## src/core/touch_scan_defs.vh

```
// register map, field layout and timing constants of the touch scan block
`ifndef TOUCH_SCAN_DEFS_VH
`define TOUCH_SCAN_DEFS_VH

// ==========================================================================
// register offsets
`define REG_EVENT_QUEUE     8'h00
`define REG_FAULT_CODE      8'h01
`define REG_LIVE_STATE      8'h02
`define REG_SLEEP_SETUP     8'h08

// ==========================================================================
// field positions
`define Q_MORE_BIT          7
`define Q_EMPTY_BIT         6
`define Q_OVF_BIT           5
`define Q_PRESS_BIT         4
`define LIVE_TOUCH_BIT      4
`define SETUP_IDLE_MSB      7
`define SETUP_IDLE_LSB      5
`define SETUP_SLEEP_MSB     4
`define SETUP_SLEEP_LSB     0

// ==========================================================================
// reset values and codes
`define SETUP_RESET         8'h00
`define FAULT_NONE          2'h0
`define FAULT_TO_GND        2'h1
`define FAULT_TO_SUPPLY     2'h2
`define QUEUE_DEPTH         30
`define TICK_OFFSET         9'h005
`define NORMAL_MULT         2
`define IDLE_MULT           20'h00006
`define I2C_ADDR_DEFAULT    7'h2a

// ==========================================================================
// timing: the schedule counts in 8 ms units of the primary clock
`define CLK_MHZ             250
`define BASE_UNIT_MS        8
`define BASE_UNIT_CYCLES    (`BASE_UNIT_MS * 1000 * `CLK_MHZ)

`endif

```

## src/core/event_store.v

```verilog
// small memory holding queued touch events, registered read port
`timescale 1ns/1ns
module event_store #(
  parameter WIDTH = 5,
  parameter DEPTH = 30,
  parameter AW    = 5
) (
  input  wire             clk,
  input  wire             wr_en,
  input  wire [AW-1:0]    wr_addr,
  input  wire [WIDTH-1:0] wr_data,
  input  wire [AW-1:0]    rd_addr,
  output reg  [WIDTH-1:0] rd_data
);

  reg [WIDTH-1:0] mem [0:DEPTH-1];

  // ========================================================================
  // storage
  always @(posedge clk) begin
    if (wr_en) begin
      mem[wr_addr] <= wr_data;
    end
    rd_data <= mem[rd_addr];
  end

endmodule

```

## src/core/touch_scan_report.v

```verilog
// scan scheduling, event queue, fault and live status behind an i2c slave
`timescale 1ns/1ns
`include "touch_scan_defs.vh"
module touch_scan_report #(
  parameter        [21:0] UNIT_CYCLES = `BASE_UNIT_CYCLES,
  parameter        [6:0]  DEV_ADDR    = `I2C_ADDR_DEFAULT
) (
  input  wire       CLK,
  input  wire       RST_N,
  input  wire       SCL_I,
  input  wire       SDA_I,
  output wire       SDA_O,
  output reg        SDA_OE,
  input  wire       SCAN_ENABLE_BIT,
  input  wire       DUTY_CYCLE_ENABLE_N,
  input  wire [7:0] TICK_SETTING,
  input  wire [7:0] ACQUISITION_SAMPLE_FACTOR,
  input  wire       TOUCH_ACTIVE,
  input  wire [2:0] LIVE_ELECTRODE,
  input  wire       TOUCH_EVENT,
  input  wire       EVENT_PRESS,
  input  wire [2:0] EVENT_ELECTRODE,
  input  wire       SHORT_DETECT,
  input  wire [1:0] SHORT_KIND,
  output reg        SCAN_STROBE,
  output wire       SCAN_ALLOWED,
  output reg        SLEEP_PERIOD,
  output reg        DATA_AVAIL_EVENT,
  output reg        FAULT_EVENT,
  output wire [7:0] SLEEP_SCHEDULE_SETUP
);

  localparam ST_IDLE  = 4'h0;
  localparam ST_ADDR  = 4'h1;
  localparam ST_ACK_A = 4'h2;
  localparam ST_PTR   = 4'h3;
  localparam ST_ACK_P = 4'h4;
  localparam ST_WDATA = 4'h5;
  localparam ST_ACK_W = 4'h6;
  localparam ST_RDATA = 4'h7;
  localparam ST_RACK  = 4'h8;
  localparam [4:0] LAST_SLOT = `QUEUE_DEPTH - 1;
  localparam [4:0] FULL_CNT  = `QUEUE_DEPTH;

  // ========================================================================
  // pin synchronisers
  reg [2:0] scl_sync_reg;
  reg [2:0] sda_sync_reg;
  wire      scl_s = scl_sync_reg[1];
  wire      scl_p = scl_sync_reg[2];
  wire      sda_s = sda_sync_reg[1];
  wire      sda_p = sda_sync_reg[2];
  wire      scl_rise = scl_s & ~scl_p;
  wire      scl_fall = ~scl_s & scl_p;
  wire      bus_start = scl_s & scl_p & sda_p & ~sda_s;
  wire      bus_stop  = scl_s & scl_p & ~sda_p & sda_s;

  always @(posedge CLK) begin
    if (!RST_N) begin
      scl_sync_reg <= 3'h7;
      sda_sync_reg <= 3'h7;
    end else begin
      scl_sync_reg <= {scl_sync_reg[1:0], SCL_I};
      sda_sync_reg <= {sda_sync_reg[1:0], SDA_I};
    end
  end

  assign SDA_O = 1'b0;

  // ========================================================================
  // registers and queue state
  reg  [7:0] setup_reg;
  reg  [7:0] ptr_reg;
  reg  [1:0] fault_reg;
  reg  [4:0] wr_ptr_reg;
  reg  [4:0] rd_ptr_reg;
  reg  [4:0] count_reg;
  reg        ovf_reg;
  wire [4:0] head_entry;
  wire       q_empty = (count_reg == 5'h00);
  wire       q_full  = (count_reg == FULL_CNT);
  wire       run_mode  = SCAN_ENABLE_BIT;
  wire       duty_mode = SCAN_ENABLE_BIT & ~DUTY_CYCLE_ENABLE_N;

  // strobes from the i2c engine
  reg        pop_req;
  reg        clr_req;
  reg        fault_wr_req;
  reg        setup_wr_req;
  reg        q_access;
  reg  [7:0] wr_byte;

  wire push_ok = TOUCH_EVENT & (~q_full | clr_req);
  wire do_pop  = pop_req & ~q_empty & ~clr_req;
  wire [4:0] wr_ptr_inc = (wr_ptr_reg == LAST_SLOT) ? 5'h00 : wr_ptr_reg + 5'h01;
  wire [4:0] rd_ptr_inc = (rd_ptr_reg == LAST_SLOT) ? 5'h00 : rd_ptr_reg + 5'h01;
  wire [4:0] wr_slot    = clr_req ? rd_ptr_reg : wr_ptr_reg;

  event_store #(
    .WIDTH (5),
    .DEPTH (`QUEUE_DEPTH),
    .AW    (5)
  ) u_store (
    .clk     (CLK),
    .wr_en   (push_ok),
    .wr_addr (wr_slot),
    .wr_data ({EVENT_PRESS, 1'b0, EVENT_ELECTRODE}),
    .rd_addr (rd_ptr_reg),
    .rd_data (head_entry)
  );

  always @(posedge CLK) begin
    if (!RST_N) begin
      wr_ptr_reg <= 5'h00;
      rd_ptr_reg <= 5'h00;
      count_reg  <= 5'h00;
      ovf_reg    <= 1'b0;
    end else if (clr_req) begin
      // a write flushes; an event in the same cycle lands in the fresh queue
      wr_ptr_reg <= push_ok ? rd_ptr_inc : rd_ptr_reg;
      count_reg  <= push_ok ? 5'h01 : 5'h00;
      ovf_reg    <= 1'b0;
    end else begin
      if (push_ok) begin
        wr_ptr_reg <= wr_ptr_inc;
      end
      if (do_pop) begin
        rd_ptr_reg <= rd_ptr_inc;
      end
      if (push_ok & ~do_pop) begin
        count_reg <= count_reg + 5'h01;
      end else if (do_pop & ~push_ok) begin
        count_reg <= count_reg - 5'h01;
      end
      if (TOUCH_EVENT & q_full) begin
        ovf_reg <= 1'b1;
      end
    end
  end

  // ========================================================================
  // fault and setup registers
  always @(posedge CLK) begin
    if (!RST_N) begin
      fault_reg <= `FAULT_NONE;
      setup_reg <= `SETUP_RESET;
    end else begin
      if (SHORT_DETECT & (fault_reg == `FAULT_NONE)) begin
        fault_reg <= SHORT_KIND;
      end else if (fault_wr_req & ~run_mode) begin
        fault_reg <= `FAULT_NONE;
      end
      if (setup_wr_req) begin
        setup_reg <= wr_byte;
      end
    end
  end

  assign SLEEP_SCHEDULE_SETUP = setup_reg;
  assign SCAN_ALLOWED = run_mode & (fault_reg == `FAULT_NONE);

  // ========================================================================
  // events toward the surrounding unit
  reg empty_d_reg;
  reg fault_nz_d_reg;
  wire fault_nz = (fault_reg != `FAULT_NONE);

  always @(posedge CLK) begin
    if (!RST_N) begin
      empty_d_reg      <= 1'b1;
      fault_nz_d_reg   <= 1'b0;
      DATA_AVAIL_EVENT <= 1'b0;
      FAULT_EVENT      <= 1'b0;
    end else begin
      empty_d_reg    <= q_empty;
      fault_nz_d_reg <= fault_nz;
      if (empty_d_reg & ~q_empty) begin
        DATA_AVAIL_EVENT <= 1'b1;
      end else if (q_access) begin
        DATA_AVAIL_EVENT <= 1'b0;
      end
      if (fault_nz & ~fault_nz_d_reg) begin
        FAULT_EVENT <= 1'b1;
      end else if (~fault_nz) begin
        FAULT_EVENT <= 1'b0;
      end
    end
  end

  // ========================================================================
  // read multiplexer
  reg [7:0] rd_value;
  always @* begin
    case (ptr_reg)
      `REG_EVENT_QUEUE: rd_value = {(count_reg > 5'h01), q_empty, ovf_reg,
                                    q_empty ? 5'h00 : head_entry};
      `REG_FAULT_CODE:  rd_value = {6'h00, fault_reg};
      `REG_LIVE_STATE:  rd_value = {3'h0, TOUCH_ACTIVE, 1'b0,
                                    TOUCH_ACTIVE ? LIVE_ELECTRODE : 3'h0};
      `REG_SLEEP_SETUP: rd_value = setup_reg;
      default:          rd_value = 8'h00;
    endcase
  end

  // ========================================================================
  // i2c slave engine
  reg [3:0] state_reg;
  reg [7:0] shift_reg;
  reg [2:0] bit_cnt_reg;
  reg       byte_done_reg;
  reg       rw_reg;
  reg       nack_reg;

  always @(posedge CLK) begin
    if (!RST_N) begin
      state_reg     <= ST_IDLE;
      shift_reg     <= 8'h00;
      ptr_reg       <= 8'h00;
      bit_cnt_reg   <= 3'h0;
      byte_done_reg <= 1'b0;
      rw_reg        <= 1'b0;
      nack_reg      <= 1'b0;
      SDA_OE        <= 1'b0;
      pop_req       <= 1'b0;
      clr_req       <= 1'b0;
      fault_wr_req  <= 1'b0;
      setup_wr_req  <= 1'b0;
      q_access      <= 1'b0;
      wr_byte       <= 8'h00;
    end else begin
      pop_req      <= 1'b0;
      clr_req      <= 1'b0;
      fault_wr_req <= 1'b0;
      setup_wr_req <= 1'b0;
      q_access     <= 1'b0;
      if (bus_stop) begin
        state_reg <= ST_IDLE;
        SDA_OE    <= 1'b0;
      end else if (bus_start) begin
        state_reg     <= ST_ADDR;
        bit_cnt_reg   <= 3'h0;
        byte_done_reg <= 1'b0;
        SDA_OE        <= 1'b0;
      end else if (scl_rise) begin
        if (state_reg == ST_ADDR || state_reg == ST_PTR ||
            state_reg == ST_WDATA) begin
          shift_reg     <= {shift_reg[6:0], sda_s};
          bit_cnt_reg   <= bit_cnt_reg + 3'h1;
          byte_done_reg <= (bit_cnt_reg == 3'h7);
        end else if (state_reg == ST_RACK) begin
          nack_reg <= sda_s;
        end
      end else if (scl_fall) begin
        case (state_reg)
          ST_ADDR: begin
            if (byte_done_reg) begin
              byte_done_reg <= 1'b0;
              if (shift_reg[7:1] == DEV_ADDR) begin
                rw_reg    <= shift_reg[0];
                SDA_OE    <= 1'b1;
                state_reg <= ST_ACK_A;
              end else begin
                state_reg <= ST_IDLE;
              end
            end
          end
          ST_ACK_A, ST_RACK: begin
            if (state_reg == ST_RACK && nack_reg) begin
              SDA_OE    <= 1'b0;
              state_reg <= ST_IDLE;
            end else if (state_reg == ST_RACK || rw_reg) begin
              // load outgoing byte; a queue read pops its entry here
              shift_reg   <= rd_value;
              SDA_OE      <= ~rd_value[7];
              bit_cnt_reg <= 3'h0;
              state_reg   <= ST_RDATA;
              if (ptr_reg == `REG_EVENT_QUEUE) begin
                pop_req  <= 1'b1;
                q_access <= 1'b1;
              end
            end else begin
              SDA_OE      <= 1'b0;
              bit_cnt_reg <= 3'h0;
              state_reg   <= ST_PTR;
            end
          end
          ST_PTR: begin
            if (byte_done_reg) begin
              byte_done_reg <= 1'b0;
              ptr_reg       <= shift_reg;
              SDA_OE        <= 1'b1;
              state_reg     <= ST_ACK_P;
            end
          end
          ST_ACK_P, ST_ACK_W: begin
            SDA_OE      <= 1'b0;
            bit_cnt_reg <= 3'h0;
            state_reg   <= ST_WDATA;
          end
          ST_WDATA: begin
            if (byte_done_reg) begin
              byte_done_reg <= 1'b0;
              wr_byte       <= shift_reg;
              SDA_OE        <= 1'b1;
              state_reg     <= ST_ACK_W;
              // the live status register ignores writes
              case (ptr_reg)
                `REG_EVENT_QUEUE: begin
                  clr_req  <= 1'b1;
                  q_access <= 1'b1;
                end
                `REG_FAULT_CODE:  fault_wr_req <= 1'b1;
                `REG_SLEEP_SETUP: setup_wr_req <= 1'b1;
                default:          wr_byte <= shift_reg;
              endcase
            end
          end
          ST_RDATA: begin
            if (bit_cnt_reg == 3'h7) begin
              SDA_OE    <= 1'b0;
              state_reg <= ST_RACK;
            end else begin
              shift_reg   <= {shift_reg[6:0], 1'b0};
              SDA_OE      <= ~shift_reg[6];
              bit_cnt_reg <= bit_cnt_reg + 3'h1;
            end
          end
          default: begin
            SDA_OE <= 1'b0;
          end
        endcase
      end
    end
  end

  // ========================================================================
  // scan schedule arithmetic
  wire [2:0]  idle_factor  = setup_reg[`SETUP_IDLE_MSB:`SETUP_IDLE_LSB];
  wire [4:0]  sleep_factor = setup_reg[`SETUP_SLEEP_MSB:`SETUP_SLEEP_LSB];
  wire        lp_allowed   = (idle_factor != 3'h0) & (sleep_factor != 5'h00);
  wire [8:0]  tick_sum     = {1'b0, TICK_SETTING} + `TICK_OFFSET;
  wire [5:0]  tick_fact    = tick_sum[8:3] + 6'h01;
  wire [13:0] base_units   = tick_fact * ACQUISITION_SAMPLE_FACTOR;
  wire [15:0] normal_units = {base_units, 2'b00};
  wire [20:0] sleep_units  = normal_units * sleep_factor;
  wire [19:0] idle_units   = base_units * idle_factor * `IDLE_MULT;
  wire [20:0] period_units = SLEEP_PERIOD ? sleep_units : {5'h00, normal_units};

  // ========================================================================
  // 8 ms unit timer and scan scheduler
  reg  [21:0] unit_cnt_reg;
  reg  [20:0] scan_cnt_reg;
  reg  [19:0] idle_cnt_reg;
  reg         duty_d_reg;
  wire        unit_tick = (unit_cnt_reg == UNIT_CYCLES - 22'h000001);
  wire        activity  = TOUCH_EVENT | TOUCH_ACTIVE;
  wire        wake      = TOUCH_ACTIVE | (TOUCH_EVENT & EVENT_PRESS);

  always @(posedge CLK) begin
    if (!RST_N) begin
      unit_cnt_reg <= 22'h000000;
      scan_cnt_reg <= 21'h000000;
      idle_cnt_reg <= 20'h00000;
      duty_d_reg   <= 1'b0;
      SLEEP_PERIOD <= 1'b0;
      SCAN_STROBE  <= 1'b0;
    end else begin
      duty_d_reg   <= duty_mode;
      SCAN_STROBE  <= 1'b0;
      unit_cnt_reg <= unit_tick ? 22'h000000 : unit_cnt_reg + 22'h000001;
      if (!duty_mode || !duty_d_reg) begin
        // outside duty-cycled run, and on entering it, start fresh
        scan_cnt_reg <= 21'h000000;
        idle_cnt_reg <= 20'h00000;
        SLEEP_PERIOD <= 1'b0;
        SCAN_STROBE  <= unit_tick & SCAN_ALLOWED;
      end else if (SLEEP_PERIOD && (wake || !lp_allowed)) begin
        SLEEP_PERIOD <= 1'b0;
        scan_cnt_reg <= 21'h000000;
        idle_cnt_reg <= 20'h00000;
      end else begin
        if (activity) begin
          idle_cnt_reg <= 20'h00000;
        end else if (unit_tick && !SLEEP_PERIOD && lp_allowed) begin
          if (idle_cnt_reg + 20'h00001 >= idle_units) begin
            SLEEP_PERIOD <= 1'b1;
            scan_cnt_reg <= 21'h000000;
            idle_cnt_reg <= 20'h00000;
          end else begin
            idle_cnt_reg <= idle_cnt_reg + 20'h00001;
          end
        end
        if (unit_tick) begin
          if (scan_cnt_reg + 21'h000001 >= period_units) begin
            scan_cnt_reg <= 21'h000000;
            SCAN_STROBE  <= SCAN_ALLOWED;
          end else begin
            scan_cnt_reg <= scan_cnt_reg + 21'h000001;
          end
        end
      end
    end
  end

endmodule

```

## config.mk

```make
export PLATFORM = sky130hd
export DESIGN_NAME = touch_scan_report
export DESIGN_NICKNAME = d
export VERILOG_FILES = /design/src/core/event_store.v /design/src/core/touch_scan_report.v
export VERILOG_INCLUDE_DIRS = /design/src /design/src/core
export SDC_FILE = /design/constraint.sdc
export NUM_CORES = 1
export LEC_CHECK = 0
export ABC_AREA = 1
export BUFFER_PORTS_ARGS = -buffer_cell sky130_fd_sc_hd__buf_2
export CAP_MARGIN = 15
export CORE_UTILIZATION = 55
export DETAILED_ROUTE_END_ITERATION = 6
export GPL_TIMING_DRIVEN = 0
export PLACE_DENSITY = 0.71
export SYNTH_ARGS = -nofsm -noshare
export SYNTH_HDL_FRONTEND = slang
export SYNTH_HIERARCHICAL = 1
export SYNTH_SLANG_ARGS = --single-unit
```

## constraint.sdc

```tcl
create_clock -name CLK -period 13.2 [get_ports CLK]
set_input_delay 1.98 -clock CLK [delete_from_list [all_inputs] [get_ports CLK]]
set_output_delay 1.98 -clock CLK [all_outputs]
set_load 0.03 [all_outputs]
```

==> impl_metrics.py <==
metrics = {
    "timing": {
        "fin_crit_sh_pct": 83.68,
        "layout_min_cycle_time_ns": 11.05,
        "setup_violations": 0,
        "tns_ns": 0,
        "rsz0062_at_grt": "no",
        "fmax_mhz": 90.53,
        "report.final.slew_viol_count": 0,
        "max-slew-margin-rel_pct": 25.88,
        "worst_slew_pin_slew_ns": 1.108,
        "final.setup_skew_ns": 0.01696,
        "final_hold_viol_count": 0,
    },
    "detailed_routing": {
        "met3WireLength_um": 3290,
        "average_wire_length_per_cell_after_detail_routing_um": 15.83,
        "drt_pass1_iterations": 7,
        "detail_route.drc_violations": 0,
        "routed-wl-met2_um": 25830,
        "vias": 18490,
        "final_antenna_net_count": 0,
        "routed_via_density": 5.457,
        "wl_met1_um": 23190,
        "drtIter0Drc": 1305,
        "totalWireLength_um": 53650,
        "top_layer": "met4",
    },
    "clocking": {
        "root_buffer": "sky130_fd_sc_hd__clkbuf_16",
        "cts_hold_buf": 0,
        "cts_sinks": 297,
        "cts_tree": "yes",
        "cts_buffer_depth": 3,
        "worst_setup_hold_path_clk_slew_ns": 0.06,
        "cts-buffers-inserted": 29,
        "post_cts.repair.setup_buffers": 0,
        "cts_max_level": 1,
        "clk-insertion-delay-late_ns": 0.58,
        "cts_resized": 0,
    },
    "global_routing": {
        "antenna_violations_before_repair": 0,
        "grt_first_pass_wirelength_um": 87430,
        "grt_pass1_vias": 17710,
        "globalRouteOverflowTotal": 0,
        "grt_max_degree": 32,
        "grtUsageTotal_pct": 27.86,
    },
    "synth": {
        "sequential_fraction_of_the_synthesis_area_pct": 35.44,
        "synthesis.yosys.warnings": 6,
        "netlist.top_cell.by_area": "sky130_fd_sc_hd__edfxtp_1",
        "yosys-top-cells-area": "sky130_fd_sc_hd__edfxtp_1 (21%), sky130_fd_sc_hd__dfxtp_1 (14%), sky130_fd_sc_hd__nand2_1 (13%)",
        "synth_cell_types": 61,
        "synth_enable_flop_cells": 150,
        "yosysTopAreaCellShare_pct": 21.44,
        "async_reset_ff_share_pct": 0,
        "synth-seq-cells": 297,
        "synthFlopType": "sky130_fd_sc_hd__edfxtp_1",
        "synthesis.instances": 2748,
        "postSynthAreaPerCell_um2": 7.646,
        "post_synth_most_frequent_cells": "sky130_fd_sc_hd__nand2_1 (708), sky130_fd_sc_hd__inv_1 (336), sky130_fd_sc_hd__nor2_1 (277), sky130_fd_sc_hd__nand3_1 (268), sky130_fd_sc_hd__a21oi_1 (172)",
        "yosysMostFrequentCell": "sky130_fd_sc_hd__nand2_1",
        "syn_area_um2": 21010,
    },
    "critical_path": {
        "path_class": "primary input to flop",
        "critical_path.startpoint_type": "primary input",
        "crit_arrival_ns": 11.54,
        "timing.critical_path.to_type": "flop",
        "crit_start": "TICK_SETTING[1]",
        "path_common_cell": "sky130_fd_sc_hd__nand2_1",
        "timing.critical_path.required_ns": 13.69,
        "crit_slowest_cell": "sky130_fd_sc_hd__xor2_1",
        "path_max_fanout": 10,
        "crit_path_max_incr_delay_ns": 0.73,
        "critical_path.reg2reg.startpoint": "SLEEP_SCHEDULE_SETUP[6]$_SDFFE_PN0P_",
    },
    "floorplanning": {
        "floorplan.die.width_um": 197.5,
        "core-area_um2": 37670,
        "rows": 71,
        "boundaryPins": 49,
        "initial_cell_density_of_the_core_pct": 55.78,
        "die-height_um": 197.5,
        "die_area_um2": 38990,
    },
    "power_and_ir_drop": {
        "worst_ir_drop_on_vdd_mv": 0.1058,
        "fin_total_pwr_uw": 2294,
        "power.static_leakage_uw": 0.01031,
        "cellPowerDensity_nw_per_um2": 100.2,
    },
    "placement": {
        "dp_cell_count": 3335,
        "post-dp-hpwl_um": 41210,
        "place.port_buffers": 46,
        "rd_place_congestion": 0.9456,
    },
    "cells_and_area": {
        "num_antenna_cells": 0,
        "fin_nets": 3101,
        "drive_above_1_share_pct": 7.577,
        "layoutNonFillerInstCount": 3388,
        "final_core_util_pct": 60.78,
        "largest_register_ffs": 150,
        "flow.area_growth_from_synthesis_pct": 8.956,
    },
    "hold_path": {
        "hold_path_startpoint": "scl_sync_reg[0]$_SDFF_PN1_",
        "min_path_type": "flop to flop",
    },
    "job": {
        "maxcap_violations": 0,
    },
    "status": {
        "run_status": "finished, final reports clean",
    },
}
[layout make-up]
type,instances,area [um^2]
multi-input combinational,2054,11890
timing repair buffer,46,230.2
inverter,354,1343
clock buffer,38,769.5
buffer,73,442.9
tap,511,639.4
clock inverter,15,130.1
sequential,297,7447
fill,3478,14770
[cell families after synthesis]
| family | share of synthesized area [%] |
|---|---|
| other | 0.01785 |
| multiplexers | 0.09528 |
| AO/OA/AOI/OAI | 8.730 |
| XOR/XNOR | 3.120 |
| adder cells (fa/ha/maj) | 15.30 |
| flip-flops | 35.44 |
| AND/OR/NAND/NOR | 28.79 |
| buffers and inverters | 8.498 |
[worst max-delay path, delay by kind of cell]
kind	cells	cell delay, ns
fa+ha+maj	9	3.47
compound gates	12	2.23
simple gates	14	1.62
xor+xnor	3	1.29
buf+inv	8	0.96
[path summary, 6_finish.rpt]
check	to	slack, ns	depth (start not counted)
min	scl_sync_reg[1]$_SDFF_PN1_	0.42	1
max reg2reg	idle_cnt_reg[16]$_SDFFE_PP0P_	7.11	28
min reg2reg	scl_sync_reg[1]$_SDFF_PN1_	0.42	1
max	idle_cnt_reg[16]$_SDFFE_PP0P_	2.15	46
[cell usage in the layout, fill, tap and decap left out, types with 8 or more instances in the layout]
cell type / count
sky130_fd_sc_hd__a31oi_1: 9
sky130_fd_sc_hd__edfxtp_1: 150
sky130_fd_sc_hd__ha_1: 137
sky130_fd_sc_hd__clkbuf_1: 31
sky130_fd_sc_hd__conb_1: 31
sky130_fd_sc_hd__nor2_1: 277
sky130_fd_sc_hd__o21ai_0: 106
sky130_fd_sc_hd__nand3_1: 268
sky130_fd_sc_hd__buf_4: 18
sky130_fd_sc_hd__nor3_1: 33
sky130_fd_sc_hd__inv_2: 14
sky130_fd_sc_hd__a21oi_1: 172
sky130_fd_sc_hd__xor2_1: 45
sky130_fd_sc_hd__xnor2_1: 28
sky130_fd_sc_hd__a21o_1: 10
sky130_fd_sc_hd__clkbuf_16: 29
sky130_fd_sc_hd__nor2_2: 9
sky130_fd_sc_hd__buf_2: 66
sky130_fd_sc_hd__nand4_1: 38
sky130_fd_sc_hd__dfxtp_1: 147
sky130_fd_sc_hd__buf_6: 10
sky130_fd_sc_hd__nand3b_1: 9
sky130_fd_sc_hd__clkinv_2: 8
sky130_fd_sc_hd__nand2_1: 708
sky130_fd_sc_hd__or2_2: 19
sky130_fd_sc_hd__fa_1: 75
sky130_fd_sc_hd__inv_1: 336
sky130_fd_sc_hd__o21bai_1: 8
[metrics by stage]
stage	worst slack [ns]	hold slack, ns	area, um^2
floorplan	3.198	0.3925	21120
global placement	1.811	0.3946	21990
detailed placement	1.682	0.4151	21990
CTS	2.229	0.4294	22890
global route	1.267	0.4406	22890
finish	2.154	0.4237	22890
[report_power, final]
part	switching [uW]	internal, uW	leakage, uW
Sequential	7.90	981	0.00254
Combinational	356	148	0.00733
Clock	352	448	0.000439
[routing by layer]
layer,vias to the layer above,GRT usage (%)
met3,82,2.817
met5,-,0
met1,8678,35.92
met2,577,49.10
met4,0,8.470
li1,9153,-
No activity file was read; power rests on OpenSTA's default activity.
